===== config.mk =====
export PLATFORM = sky130hd
export DESIGN_NAME = dac_serial_device_flat
export DESIGN_NICKNAME = d
export VERILOG_FILES = /design/src/hdl/dac_link_pkg.sv /design/src/hdl/dac_link_if.sv /design/src/hdl/dac_serial_device.sv /design/src/flat_wrapper.sv
export SDC_FILE = /design/constraint.sdc
export NUM_CORES = 1
export LEC_CHECK = 0
export ABC_AREA = 1
export BUFFER_PORTS_ARGS = -buffer_cell sky130_fd_sc_hd__clkbuf_2
export CAP_MARGIN = 20
export CORE_ASPECT_RATIO = 0.8
export CORE_MARGIN = 2
export CORE_UTILIZATION = 40
export CTS_CLUSTER_DIAMETER = 120
export CTS_CLUSTER_SIZE = 14
export DETAILED_ROUTE_END_ITERATION = 16
export MAX_ROUTING_LAYER = met4
export RECOVER_POWER = 50
export SYNTH_ARGS = -nofsm -noshare
export SYNTH_HDL_FRONTEND = slang
export SYNTH_SLANG_ARGS = --single-unit
export TNS_END_PERCENT = 10

===== constraint.sdc =====
create_clock -name ref_clk_i -period 1.6 [get_ports ref_clk_i]
set_input_delay 0.16 -clock ref_clk_i [delete_from_list [all_inputs] [get_ports ref_clk_i]]
set_output_delay 0.16 -clock ref_clk_i [all_outputs]
set_load 0.03 [all_outputs]

===== src/hdl/dac_link_pkg.sv =====
/*
 * Shared constants for the eight-channel converter serial load path: frame
 * geometry, reset codes and link timing.
 * Assumes a single 50 MHz system clock on both ends of the link.
 */
package dac_link_pkg;
	localparam int          FRAME_BITS    = 24;
	localparam int          CODE_BITS     = 16;
	localparam int          CHANNELS      = 8;
	localparam int          CNT_BITS      = 5;
	localparam int          CHAN_BITS     = 3;
	localparam int          CHAN_LSB      = 16;
	localparam int          CODE_LSB      = 0;
	localparam int          SYNC_STAGES   = 2;
	localparam logic [15:0] ZERO_CODE     = 16'h0000;
	localparam logic [15:0] MID_CODE      = 16'h8000;
	localparam logic [4:0]  FRAME_COUNT   = 5'h18;
	localparam int          CLK_PERIOD_NS = 20;
	localparam int          SCLK_PERIOD_NS = 160;
	localparam int          STROBE_LOW_NS = 80;
	localparam int          SCLK_HALF_CYC = (SCLK_PERIOD_NS / 2) / CLK_PERIOD_NS;
	localparam int          STROBE_CYC    = (STROBE_LOW_NS + CLK_PERIOD_NS - 1) / CLK_PERIOD_NS;
	localparam int          DIV_BITS      = 4;
endpackage : dac_link_pkg


===== src/hdl/dac_link_if.sv =====
/*
 * Pin bundle between the serial master and the converter front end.
 * Assumes all pins are single-direction; the master owns every one but the
 * serial data output.
 */
`timescale 1ns/1ps
interface dac_link_if;
	logic frame_sel_n;
	logic sclk;
	logic serial_in;
	logic serial_out;
	logic load_update_strobe_n;
	logic dac_reset_n;

	modport host (
		output frame_sel_n,
		output sclk,
		output serial_in,
		input  serial_out,
		output load_update_strobe_n,
		output dac_reset_n
	);

	modport device (
		input  frame_sel_n,
		input  sclk,
		input  serial_in,
		output serial_out,
		input  load_update_strobe_n,
		input  dac_reset_n
	);
endinterface : dac_link_if


===== src/hdl/dac_serial_device.sv =====
/*
 * Converter-side digital front end: samples the link pins on the system
 * clock, shifts in 24-bit frames, keeps eight input and eight DAC code
 * registers and handles the load strobe and the pin reset.
 * Assumes the link clock is at most a quarter of the system clock.
 */
`timescale 1ns/1ps

// Functional notes
// - Frame select low, then 24 falling edges
// - 24-bit shift register samples on falling edge
// - Host keeps serial clock at most 50 MHz
// - Strobe low pulse copies new data together
// - Strobe works pulsed or follows the write
// - Strobe held low updates without pulse
// - Serial out changes on rising edges
// - Pin reset acts on its falling edge
// - Pin reset low blocks all DAC updates
// - Reset loads input and DAC registers
// - Select low zero scale, high midscale
// - Eight channels, 16-bit codes each
module dac_serial_device (
	// System
	input  wire logic                                               ref_clk_i,
	input  wire logic                                               reset_i,
	// Board strap
	input  wire logic                                               reset_level_select_i,
	// Link pins
	dac_link_if.device                                              link,
	// Converter side
	output logic [dac_link_pkg::CHANNELS*dac_link_pkg::CODE_BITS-1:0] dac_codes_o,
	output logic [dac_link_pkg::CHANNELS*dac_link_pkg::CODE_BITS-1:0] input_codes_o,
	output logic [dac_link_pkg::CHANNELS-1:0]                       pending_o,
	output logic                                                    update_o
);
	localparam int PIN_FRAME  = 0;
	localparam int PIN_SCLK   = 1;
	localparam int PIN_SDI    = 2;
	localparam int PIN_STROBE = 3;
	localparam int PIN_RST    = 4;
	localparam int PIN_SEL    = 5;
	localparam int PINS       = 6;

	logic [PINS-1:0]                         meta_reg;
	logic [PINS-1:0]                         sync_reg;
	logic [PINS-1:0]                         prev_reg;
	logic [dac_link_pkg::FRAME_BITS-1:0]     shift_reg;
	logic [dac_link_pkg::FRAME_BITS-1:0]     shift_next;
	logic [dac_link_pkg::CNT_BITS-1:0]       count_reg;
	logic [dac_link_pkg::CNT_BITS-1:0]       count_next;
	logic                                    in_frame_reg;
	logic                                    in_frame_next;
	logic                                    so_reg;
	logic                                    so_next;
	logic [1:0]                              settle_reg;
	logic [1:0]                              settle_next;
	logic [dac_link_pkg::CODE_BITS-1:0]      in_code_reg  [dac_link_pkg::CHANNELS];
	logic [dac_link_pkg::CODE_BITS-1:0]      in_code_next [dac_link_pkg::CHANNELS];
	logic [dac_link_pkg::CODE_BITS-1:0]      dac_code_reg [dac_link_pkg::CHANNELS];
	logic [dac_link_pkg::CODE_BITS-1:0]      dac_code_next[dac_link_pkg::CHANNELS];
	logic [dac_link_pkg::CHANNELS-1:0]       pending_reg;
	logic [dac_link_pkg::CHANNELS-1:0]       pending_next;
	logic                                    update_reg;
	logic                                    update_next;

	logic                                    sclk_fall;
	logic                                    sclk_rise;
	logic                                    frame_start;
	logic                                    frame_end;
	logic                                    word_done;
	logic                                    rst_fall;
	logic                                    rst_low;
	logic                                    strobe_fall;
	logic                                    strobe_low;
	logic [dac_link_pkg::CODE_BITS-1:0]      reset_code;
	logic [dac_link_pkg::CHAN_BITS-1:0]      word_chan;
	logic [dac_link_pkg::CODE_BITS-1:0]      word_code;

	// Two-stage synchronisers for every pin
	always_ff @(posedge ref_clk_i)
	begin
		if (reset_i)
		begin
			meta_reg <= 6'h1B;
			sync_reg <= 6'h1B;
			prev_reg <= 6'h1B;
		end
		else
		begin
			meta_reg <= {reset_level_select_i, link.dac_reset_n, link.load_update_strobe_n,
				link.serial_in, link.sclk, link.frame_sel_n};
			sync_reg <= meta_reg;
			prev_reg <= sync_reg;
		end
	end

	always_comb
	begin
		sclk_fall   = prev_reg[PIN_SCLK] & ~sync_reg[PIN_SCLK];
		sclk_rise   = ~prev_reg[PIN_SCLK] & sync_reg[PIN_SCLK];
		frame_start = prev_reg[PIN_FRAME] & ~sync_reg[PIN_FRAME];
		frame_end   = ~prev_reg[PIN_FRAME] & sync_reg[PIN_FRAME];
		rst_fall    = prev_reg[PIN_RST] & ~sync_reg[PIN_RST];
		rst_low     = ~sync_reg[PIN_RST];
		strobe_fall = prev_reg[PIN_STROBE] & ~sync_reg[PIN_STROBE];
		strobe_low  = ~sync_reg[PIN_STROBE];
		reset_code  = sync_reg[PIN_SEL] ? dac_link_pkg::MID_CODE : dac_link_pkg::ZERO_CODE;
		word_chan   = shift_reg[dac_link_pkg::CHAN_LSB +: dac_link_pkg::CHAN_BITS];
		word_code   = shift_reg[dac_link_pkg::CODE_LSB +: dac_link_pkg::CODE_BITS];
		word_done   = frame_end & in_frame_reg & (count_reg == dac_link_pkg::FRAME_COUNT);
	end

	// Frame shifter and serial output
	always_comb
	begin
		shift_next    = shift_reg;
		count_next    = count_reg;
		in_frame_next = in_frame_reg;
		so_next       = so_reg;
		if (frame_start)
		begin
			in_frame_next = 1'b1;
			count_next    = '0;
		end
		else if (frame_end)
		begin
			in_frame_next = 1'b0;
		end
		else if (in_frame_reg && sclk_fall && count_reg != dac_link_pkg::FRAME_COUNT)
		begin
			shift_next = {shift_reg[dac_link_pkg::FRAME_BITS-2:0], sync_reg[PIN_SDI]};
			count_next = count_reg + 5'h01;
		end
		if (sclk_rise)
		begin
			so_next = shift_reg[dac_link_pkg::FRAME_BITS-1];
		end
	end

	always_ff @(posedge ref_clk_i)
	begin
		if (reset_i)
		begin
			shift_reg    <= '0;
			count_reg    <= '0;
			in_frame_reg <= 1'b0;
			so_reg       <= 1'b0;
		end
		else
		begin
			shift_reg    <= shift_next;
			count_reg    <= count_next;
			in_frame_reg <= in_frame_next;
			so_reg       <= so_next;
		end
	end

	// Input and DAC code registers
	always_comb
	begin
		in_code_next  = in_code_reg;
		dac_code_next = dac_code_reg;
		pending_next  = pending_reg;
		update_next   = 1'b0;
		settle_next   = settle_reg;
		if (settle_reg != 2'h3)
		begin
			settle_next = settle_reg + 2'h1;
		end
		if (rst_fall || settle_reg == 2'h2)
		begin
			for (int i = 0; i < dac_link_pkg::CHANNELS; i++)
			begin
				in_code_next[i]  = reset_code;
				dac_code_next[i] = reset_code;
			end
			pending_next = '0;
			update_next  = 1'b1;
		end
		else
		begin
			if (strobe_fall && !rst_low)
			begin
				for (int i = 0; i < dac_link_pkg::CHANNELS; i++)
				begin
					if (pending_reg[i])
					begin
						dac_code_next[i] = in_code_reg[i];
					end
				end
				pending_next = '0;
				update_next  = |pending_reg;
			end
			if (word_done)
			begin
				in_code_next[word_chan] = word_code;
				if (strobe_low && !rst_low)
				begin
					dac_code_next[word_chan] = word_code;
					pending_next[word_chan]  = 1'b0;
					update_next              = 1'b1;
				end
				else
				begin
					pending_next[word_chan] = 1'b1;
				end
			end
		end
	end

	always_ff @(posedge ref_clk_i)
	begin
		if (reset_i)
		begin
			for (int i = 0; i < dac_link_pkg::CHANNELS; i++)
			begin
				in_code_reg[i]  <= dac_link_pkg::ZERO_CODE;
				dac_code_reg[i] <= dac_link_pkg::ZERO_CODE;
			end
			pending_reg <= '0;
			update_reg  <= 1'b0;
			settle_reg  <= 2'h0;
		end
		else
		begin
			in_code_reg  <= in_code_next;
			dac_code_reg <= dac_code_next;
			pending_reg  <= pending_next;
			update_reg   <= update_next;
			settle_reg   <= settle_next;
		end
	end

	always_comb
	begin
		for (int i = 0; i < dac_link_pkg::CHANNELS; i++)
		begin
			dac_codes_o[i*dac_link_pkg::CODE_BITS +: dac_link_pkg::CODE_BITS]   = dac_code_reg[i];
			input_codes_o[i*dac_link_pkg::CODE_BITS +: dac_link_pkg::CODE_BITS] = in_code_reg[i];
		end
	end

	assign pending_o       = pending_reg;
	assign update_o        = update_reg;
	assign link.serial_out = so_reg;
endmodule : dac_serial_device


===== src/flat_wrapper.sv =====
// flat-port wrapper written by rule: the top's interface ports become plain ports
module dac_serial_device_flat 
  (ref_clk_i, reset_i, reset_level_select_i, dac_codes_o, input_codes_o, pending_o, update_o, link_frame_sel_n, link_sclk, link_serial_in, link_serial_out, link_load_update_strobe_n, link_dac_reset_n);
  dac_link_if link_i ();
  input  wire logic ref_clk_i;
  input  wire logic reset_i;
  input  wire logic reset_level_select_i;
  output logic [dac_link_pkg::CHANNELS*dac_link_pkg::CODE_BITS-1:0] dac_codes_o;
  output logic [dac_link_pkg::CHANNELS*dac_link_pkg::CODE_BITS-1:0] input_codes_o;
  output logic [dac_link_pkg::CHANNELS-1:0] pending_o;
  output logic update_o;
  input wire logic [$bits(link_i.frame_sel_n)-1:0] link_frame_sel_n;
  input wire logic [$bits(link_i.sclk)-1:0] link_sclk;
  input wire logic [$bits(link_i.serial_in)-1:0] link_serial_in;
  output wire logic [$bits(link_i.serial_out)-1:0] link_serial_out;
  input wire logic [$bits(link_i.load_update_strobe_n)-1:0] link_load_update_strobe_n;
  input wire logic [$bits(link_i.dac_reset_n)-1:0] link_dac_reset_n;
  assign link_i.frame_sel_n = link_frame_sel_n;
  assign link_i.sclk = link_sclk;
  assign link_i.serial_in = link_serial_in;
  assign link_serial_out = link_i.serial_out;
  assign link_i.load_update_strobe_n = link_load_update_strobe_n;
  assign link_i.dac_reset_n = link_dac_reset_n;
  dac_serial_device u_core (.ref_clk_i(ref_clk_i), .reset_i(reset_i), .reset_level_select_i(reset_level_select_i), .link(link_i), .dac_codes_o(dac_codes_o), .input_codes_o(input_codes_o), .pending_o(pending_o), .update_o(update_o));
endmodule

After elaboration in Yosys (flattened, before gate mapping)
Index checks and enable logic that the tools add are counted.
{"block": "word_totals", "input_bits": 8, "regBits": 315, "out_inout_bits": 266, "elab_cells": 102}
{"block": "classes", "order_cmp": 4, "n_reduce_logical": 14, "n_bitwise": 20, "n_mux": 32, "addsub": 2, "eq_ne": 4}
{"cell": "two-way mux 128 bit", "n": 7}
{"cell": "bitwise mux 128 bit", "n": 2}
{"cell": "two-way mux 16 bit", "n": 10}
{"cell": "demux 16 bit (select 3 bit)", "n": 1}
{"cell": "two-way mux 8 bit", "n": 4}
{"cell": "AND 1 bit", "n": 8}
{"cell": "AND 8 bit", "n": 1}
{"cell": "NOT 1 bit", "n": 8}
{"cell": "NOT 8 bit", "n": 1}
{"cell": "bitwise OR 8 bit", "n": 1}
{"cell": "OR reduction 8 bit", "n": 1}
{"cell": "two-way mux 1 bit", "n": 7}
{"cell": "logical AND 1 bit", "n": 6}
{"cell": "adder 5 x 1 -> 5 bit, second input constant", "n": 1}
{"cell": "== test 5 bit, second input constant", "n": 1}
{"cell": "inequality test 5 bit, second input constant", "n": 1}
{"cell": "greater-or-equal comparator 4 bit, second input constant", "n": 1}
{"cell": "< comparator 3 x 4 -> 1 bit, second input constant", "n": 1}
{"cell": "< comparator 4 x 1 -> 1 bit, second input constant", "n": 1}
{"cell": "NOT 3 -> 4 bit", "n": 1}
{"cell": "nonzero test 2 bit", "n": 2}
{"cell": "OR reduction 2 bit", "n": 2}
{"cell": "demux 1 bit (select 3 bit)", "n": 1}
{"cell": "greater-or-equal comparator 3 x 1 -> 1 bit, second input constant", "n": 1}
{"cell": "other kinds (6)", "n": 6}

Logic depth before layout (Yosys ltp)
{"block": "logic_depth", "depth_word": 9, "ltp_mapped": 12}

Worst setup path before layout
No wires, ideal clock.
{"block": "synth_timing", "path_kind": "register to register", "start": "register u_core.count_reg[0] in the netlist's numbering", "end": "register u_core.dac_code_reg, in the netlist u_core.dac_codes_o[10]", "stages_incl_launch_ff": 12, "setup_time_ns": 0.070, "slack_ns": -0.051, "arrival_time_ns": 1.580, "required_time_ns": 1.530, "cell_sequence": "dfxtp_1 inv_1 ha_1 nand2_2 inv_1 nand2_1 nor2_2 buf_6 nand2_1 buf_2 nand2_1 a21oi_1"}
{"block": "synth_via", "elab_chain_cells": 4}
{"element": "start, declared", "line_no": "dac_serial_device.sv:49", "text": "logic [dac_link_pkg::CNT_BITS-1:0] count_reg;"}
{"element": "start signal, assigned", "line_no": "dac_serial_device.sv:152", "text": "count_reg <= count_next;"}
{"element": "== test 5 bit", "line_no": "dac_serial_device.sv:110", "text": "word_done = frame_end & in_frame_reg & (count_reg == dac_link_pkg::FRAME_COUNT);"}
{"element": "AND 1 bit", "line_no": "dac_serial_device.sv:110"}
{"element": "two-way mux 128 bit", "line_no": "dac_serial_device.sv:194", "text": "if (word_done)"}
{"element": "two-way mux 128 bit", "line_no": "dac_serial_device.sv:170", "text": "if (rst_fall || settle_reg == 2'h2)"}
{"element": "end signal, assigned by index", "line_no": "dac_serial_device.sv:218", "text": "dac_code_reg[i] <= dac_link_pkg::ZERO_CODE;"}
{"element": "end signal, assigned", "line_no": "dac_serial_device.sv:227", "text": "dac_code_reg <= dac_code_next;"}
{"element": "end, declared", "line_no": "dac_serial_device.sv:59", "text": "logic [dac_link_pkg::CODE_BITS-1:0] dac_code_reg [dac_link_pkg::CHANNELS];"}
No other way between the ends.
A chain may end at the register's enable or synchronous reset.

Worst setup path in the final report
{"block": "layout_timing", "start": "register u_core.count_reg[0] in the netlist's numbering", "end": "register u_core.dac_code_reg, in the netlist u_core.dac_codes_o[63]"}
The elaborated chain is that of the path after synthesis.

==> results.md <==
- The run finished, with violations left.
- The final reports fail on setup timing.
- STA puts the critical path data required time at 2.03 ns.
- The worst hold slack is roughly 0.17 ns.
- Counting instances, the worst hold path has a depth of 3.
- At the later pin of the worst-skew pair, clock insertion delay measures around 0.56 ns.
- From synthesis to final layout, the design area changed by 31.70%.
- The die is 168.0 um tall.
- The congestion estimate from routability-driven global placement came to approximately 0.9.
- The remaining global-route overflow is 0.
- Setup violations remaining at the end of the flow were counted as 67.
- The number of iterations in the first detailed-routing pass is 5.
- The met2 usage is 0.4152.
- After floorplanning, the core was sized to cover roughly 33000 um2.
- For this design the ratio of total power to cell area is 838.4 nW/um2.
- The number of H-tree levels is 1.
- In this run the tool buffered the top-level ports with around 270 buffer cells.
- The critical path arrival is ~2.1 ns.
- 274 I/O pins were placed.
- The initial core utilization is 0.4027.
- The cell type group with the largest total delay on the critical path is simple AND/OR/NAND/NOR gates.
- The CTS tree is yes.
- Max-cap violations in this run came to 0.
- Across every metal layer, demand over resource in global routing totals 0.2785.
- The via total after detailed routing is 14231.
- The worst-case setup margin in the final layout is -0.05702 ns.
- Of the available clock period, the critical path in the final layout requires 1.036.
- After global routing, the most crowded layer is met2.
- The net count after synthesis is 1938.
- The largest vdd supply drop is between 0.5 and 0.6 mV.
- The root buffer cell chosen for the clock tree is clkbuf_16.
- The master of the slowest instance on the critical path is dfxtp_2.
- Yosys printed 0 warnings.
- The endpoint identified for the worst register-to-register timing path is u_core.dac_codes_o[63]$_SDFF_PP0_.
- Synthesis handed over a netlist of approximately 1900 instances.
- The die covers roughly 35000 um2.
- After clock tree synthesis, the clock-pin slew on the worst setup and hold paths is approximately 0.07 ns.
- The number of standard-cell rows in the floorplan is 60.
- For this design the static power due to leakage is between 7 and 8 nW.
- The number of DRC violations after detailed-routing iteration 0 is 1255.
- The worst setup path is launched from a flip-flop.
- The setup slack on the worst flop-to-flop path is -0.06 ns.
- For the final routed database, the setup TNS stands at -1.035 ns.
- Traced cell by cell, the critical path runs through inv_2 -> ha_4 -> nand2_4 -> inv_2 -> nand2_2 -> nor2_4 -> buf_12 -> buf_12 -> buf_6 -> nand4_1 -> nand3_1 -> nand2_1.
- The final instance area is 17720 um2.
- At the end of the flow the core is filled with cells to 0.5303.
- The minimum period implied by the final worst setup slack is ~1.7 ns.
- Once placement finished, the instance area stood at 16180 um2.
- The worst pin sits at a relative slew slack of 0.5295.
- The critical path capture point type is a flip-flop.
- The most common library cell in the layout ignoring fill and taps is nand2_1.
- For this run, global-route usage on met3 was measured as 0.04066.
- The slew at the pin closest to its max-slew limit is 0.7057 ns.
- The first global-routing pass estimated 74.93 mm of wire.
- Along the worst path, the maximum fanout reaches 7.
- The number of clock buffers inserted by TritonCTS is 26.
- The detailed placement HPWL is approximately 33 mm.
- The number of global-route vias before repair is ~13000.
- After detailed routing, the number of vias per cell comes to 5.282.
- The path with the worst hold slack has its endpoint at u_core.input_codes_o[95]$_SDFFE_PP0P_.
- The path class of the tightest hold or removal check is input pin to flip-flop.
- The chip width is ~210 um.
- The share of synthesized area occupied by flip-flops and latches is 0.4673.
- Static timing analysis puts the maximum clock frequency at 0.6035 GHz.
- The cell area that synthesis handed to floorplanning was approximately 13000 um2.
- The detailed-route wire length is between 50 and 60 mm.
- The maximum buffer depth of the clock tree is 3.
- Of the cells placed in the final design, the portion with a size suffix greater than 1 is 0.2080.
- The pin count of the biggest net entering global routing is 52.
- The detailed-route wire length per cell is 18.85 um.
- The biggest cell delay along the critical path is between 0.3 and 0.4 ns.
- The classification of the worst setup path is flip-flop to flip-flop.
- The total number of cells along the worst setup path is 12.
- The count of antenna diodes in the layout is 0.
- The synthesized area divided by synthesized cell count is roughly 7 um2.
- The final count of pins violating max slew came to 0.
- Between clock sinks in the finished design, the worst skew comes to around 0.019 ns.
- The worst path buffer plus inverter count is 5.
- Leaving out fill and tap cells, the most frequent cells in the layout are nand2_1 (539), dfxtp_1 (303), nand3_1 (237).
- Measured in cells, the most critical reg-to-reg path has a length of 12.
- After synthesis the netlist holds a flip-flop and latch count of 314.
- Setup repair after global routing could not meet its margin everywhere.
- For this run, design rule violations remaining after detail routing come to 0.
- The number of hold violations in the final report is 0.
- Counting every sink on the clock net gives 314.
- The number of distinct library cells after synthesis is 31.
- The startpoint of the lowest-slack hold path is reset_i.
- After the last flow step, the layout net total stands at 2274.
- The global routing usage on met1 is 0.3983.
- The critical register-to-register path startpoint is u_core.count_reg[0]$_SDFFE_PP0P_.
- In this run the remaining antenna-violating nets after routing total 0.
- The number of antenna violations at the first check in global routing is 0.
-- final cells by class --
type	count	area, um2
well taps	434	543.0
clock buffers	26	650.6
multi-input cells	1394	6688
repair buffers	447	3203
clock inverters	2	25.02
inverters	77	304.0
flip-flops and latches	314	6302
fillers	3283	15690
-- Yosys cell counts --
cell / n / area (um2)
inv_2: 5 / 18.77
nor3_2: 1 / 10.01
buf_4: 10 / 75.07
buf_2: 55 / 275.3
nor2_2: 7 / 43.79
buf_1: 1 / 3.750
o21ai_1: 12 / 60.06
nand4_1: 23 / 143.9
or2_2: 9 / 56.30
ha_1: 6 / 75.07
buf_6: 2 / 22.52
nor2_4: 11 / 123.9
a21oi_1: 143 / 715.7
a311oi_1: 1 / 8.760
a21oi_2: 1 / 8.760
nor2_1: 211 / 792.0
xor2_1: 1 / 8.760
clkbuf_2: 2 / 10.01
o21ai_0: 115 / 575.6
nor2_8: 2 / 40.04
nand2_1: 594 / 2230
dfxtp_1: 314 / 6286
nor3_1: 2 / 10.01
nand3_1: 241 / 1206
inv_4: 2 / 12.51
nand3_2: 4 / 40.04
clkbuf_1: 69 / 259.0
inv_1: 58 / 217.7
nand2_4: 3 / 33.78
nand2_2: 7 / 43.79
clkinv_1: 12 / 45.04
-- where the power goes --
part           internal, mW  switching (mW)  leakage, nW
Sequential             7.86          0.0342         2.54
Combinational         0.397           0.781         4.64
Clock                  2.89            2.89        0.332
-- worst max path at each step --
stage                                           startpoint                                    end  slack [ns]
after floorplan           u_core.count_reg[0]$_SDFFE_PP0P_     u_core.dac_codes_o[113]$_SDFF_PP0_       -0.03
after global placement       u_core.prev_reg[0]$_SDFF_PP1_  u_core.input_codes_o[89]$_SDFFE_PP0P_       -0.32
after detailed placement  u_core.count_reg[0]$_SDFFE_PP0P_  u_core.input_codes_o[91]$_SDFFE_PP0P_       -0.29
after CTS                 u_core.count_reg[0]$_SDFFE_PP0P_      u_core.dac_codes_o[63]$_SDFF_PP0_       -0.05
after global routing      u_core.count_reg[0]$_SDFFE_PP0P_      u_core.dac_codes_o[63]$_SDFF_PP0_       -0.13
final                     u_core.count_reg[0]$_SDFFE_PP0P_      u_core.dac_codes_o[63]$_SDFF_PP0_       -0.06
-- metal layers --
metal / wire, um / part of all wire
met5: 0 / 0
met2: 22320 / 0.44
met1: 23240 / 0.46
met4: 1160 / 0.023
met3: 4064 / 0.080
-- tightest hold or removal path: cells and delay by family --
kind | cells | cell delay, ns
compound gates | 1 | 0.10
buf+inv | 2 | 0.43
-- kinds of logic after synthesis --
group	after synthesis	share of synthesized area
buf+inv	216	0.06985
xor+xnor	1	0.0006512
flops	314	0.4673
simple gates	1115	0.3549
fa+ha+maj	6	0.005581
compound gates	272	0.1018
-- repair_timing --
item	in CTS	in global routing
setup endpoints to repair	278	295
pin swaps	8	42
hold buffers	6	0
gates resized for setup	74	184
gates cloned	4	6
hold endpoints to repair	6	0
buffers inserted	6	11
-- stage by stage --
step	instances	worst slack (ns)	total power, mW
5_1_grt	2694	-0.1272	15.30
4_1_cts	2679	-0.05060	14.81
6_report	2694	-0.05702	14.85
2_1_floorplan	1924	-0.03094	8.660
3_3_place_gp	2635	-0.3151	9.079
3_5_place_dp	2635	-0.2918	9.083
Power figures use the tool's default switching activity.
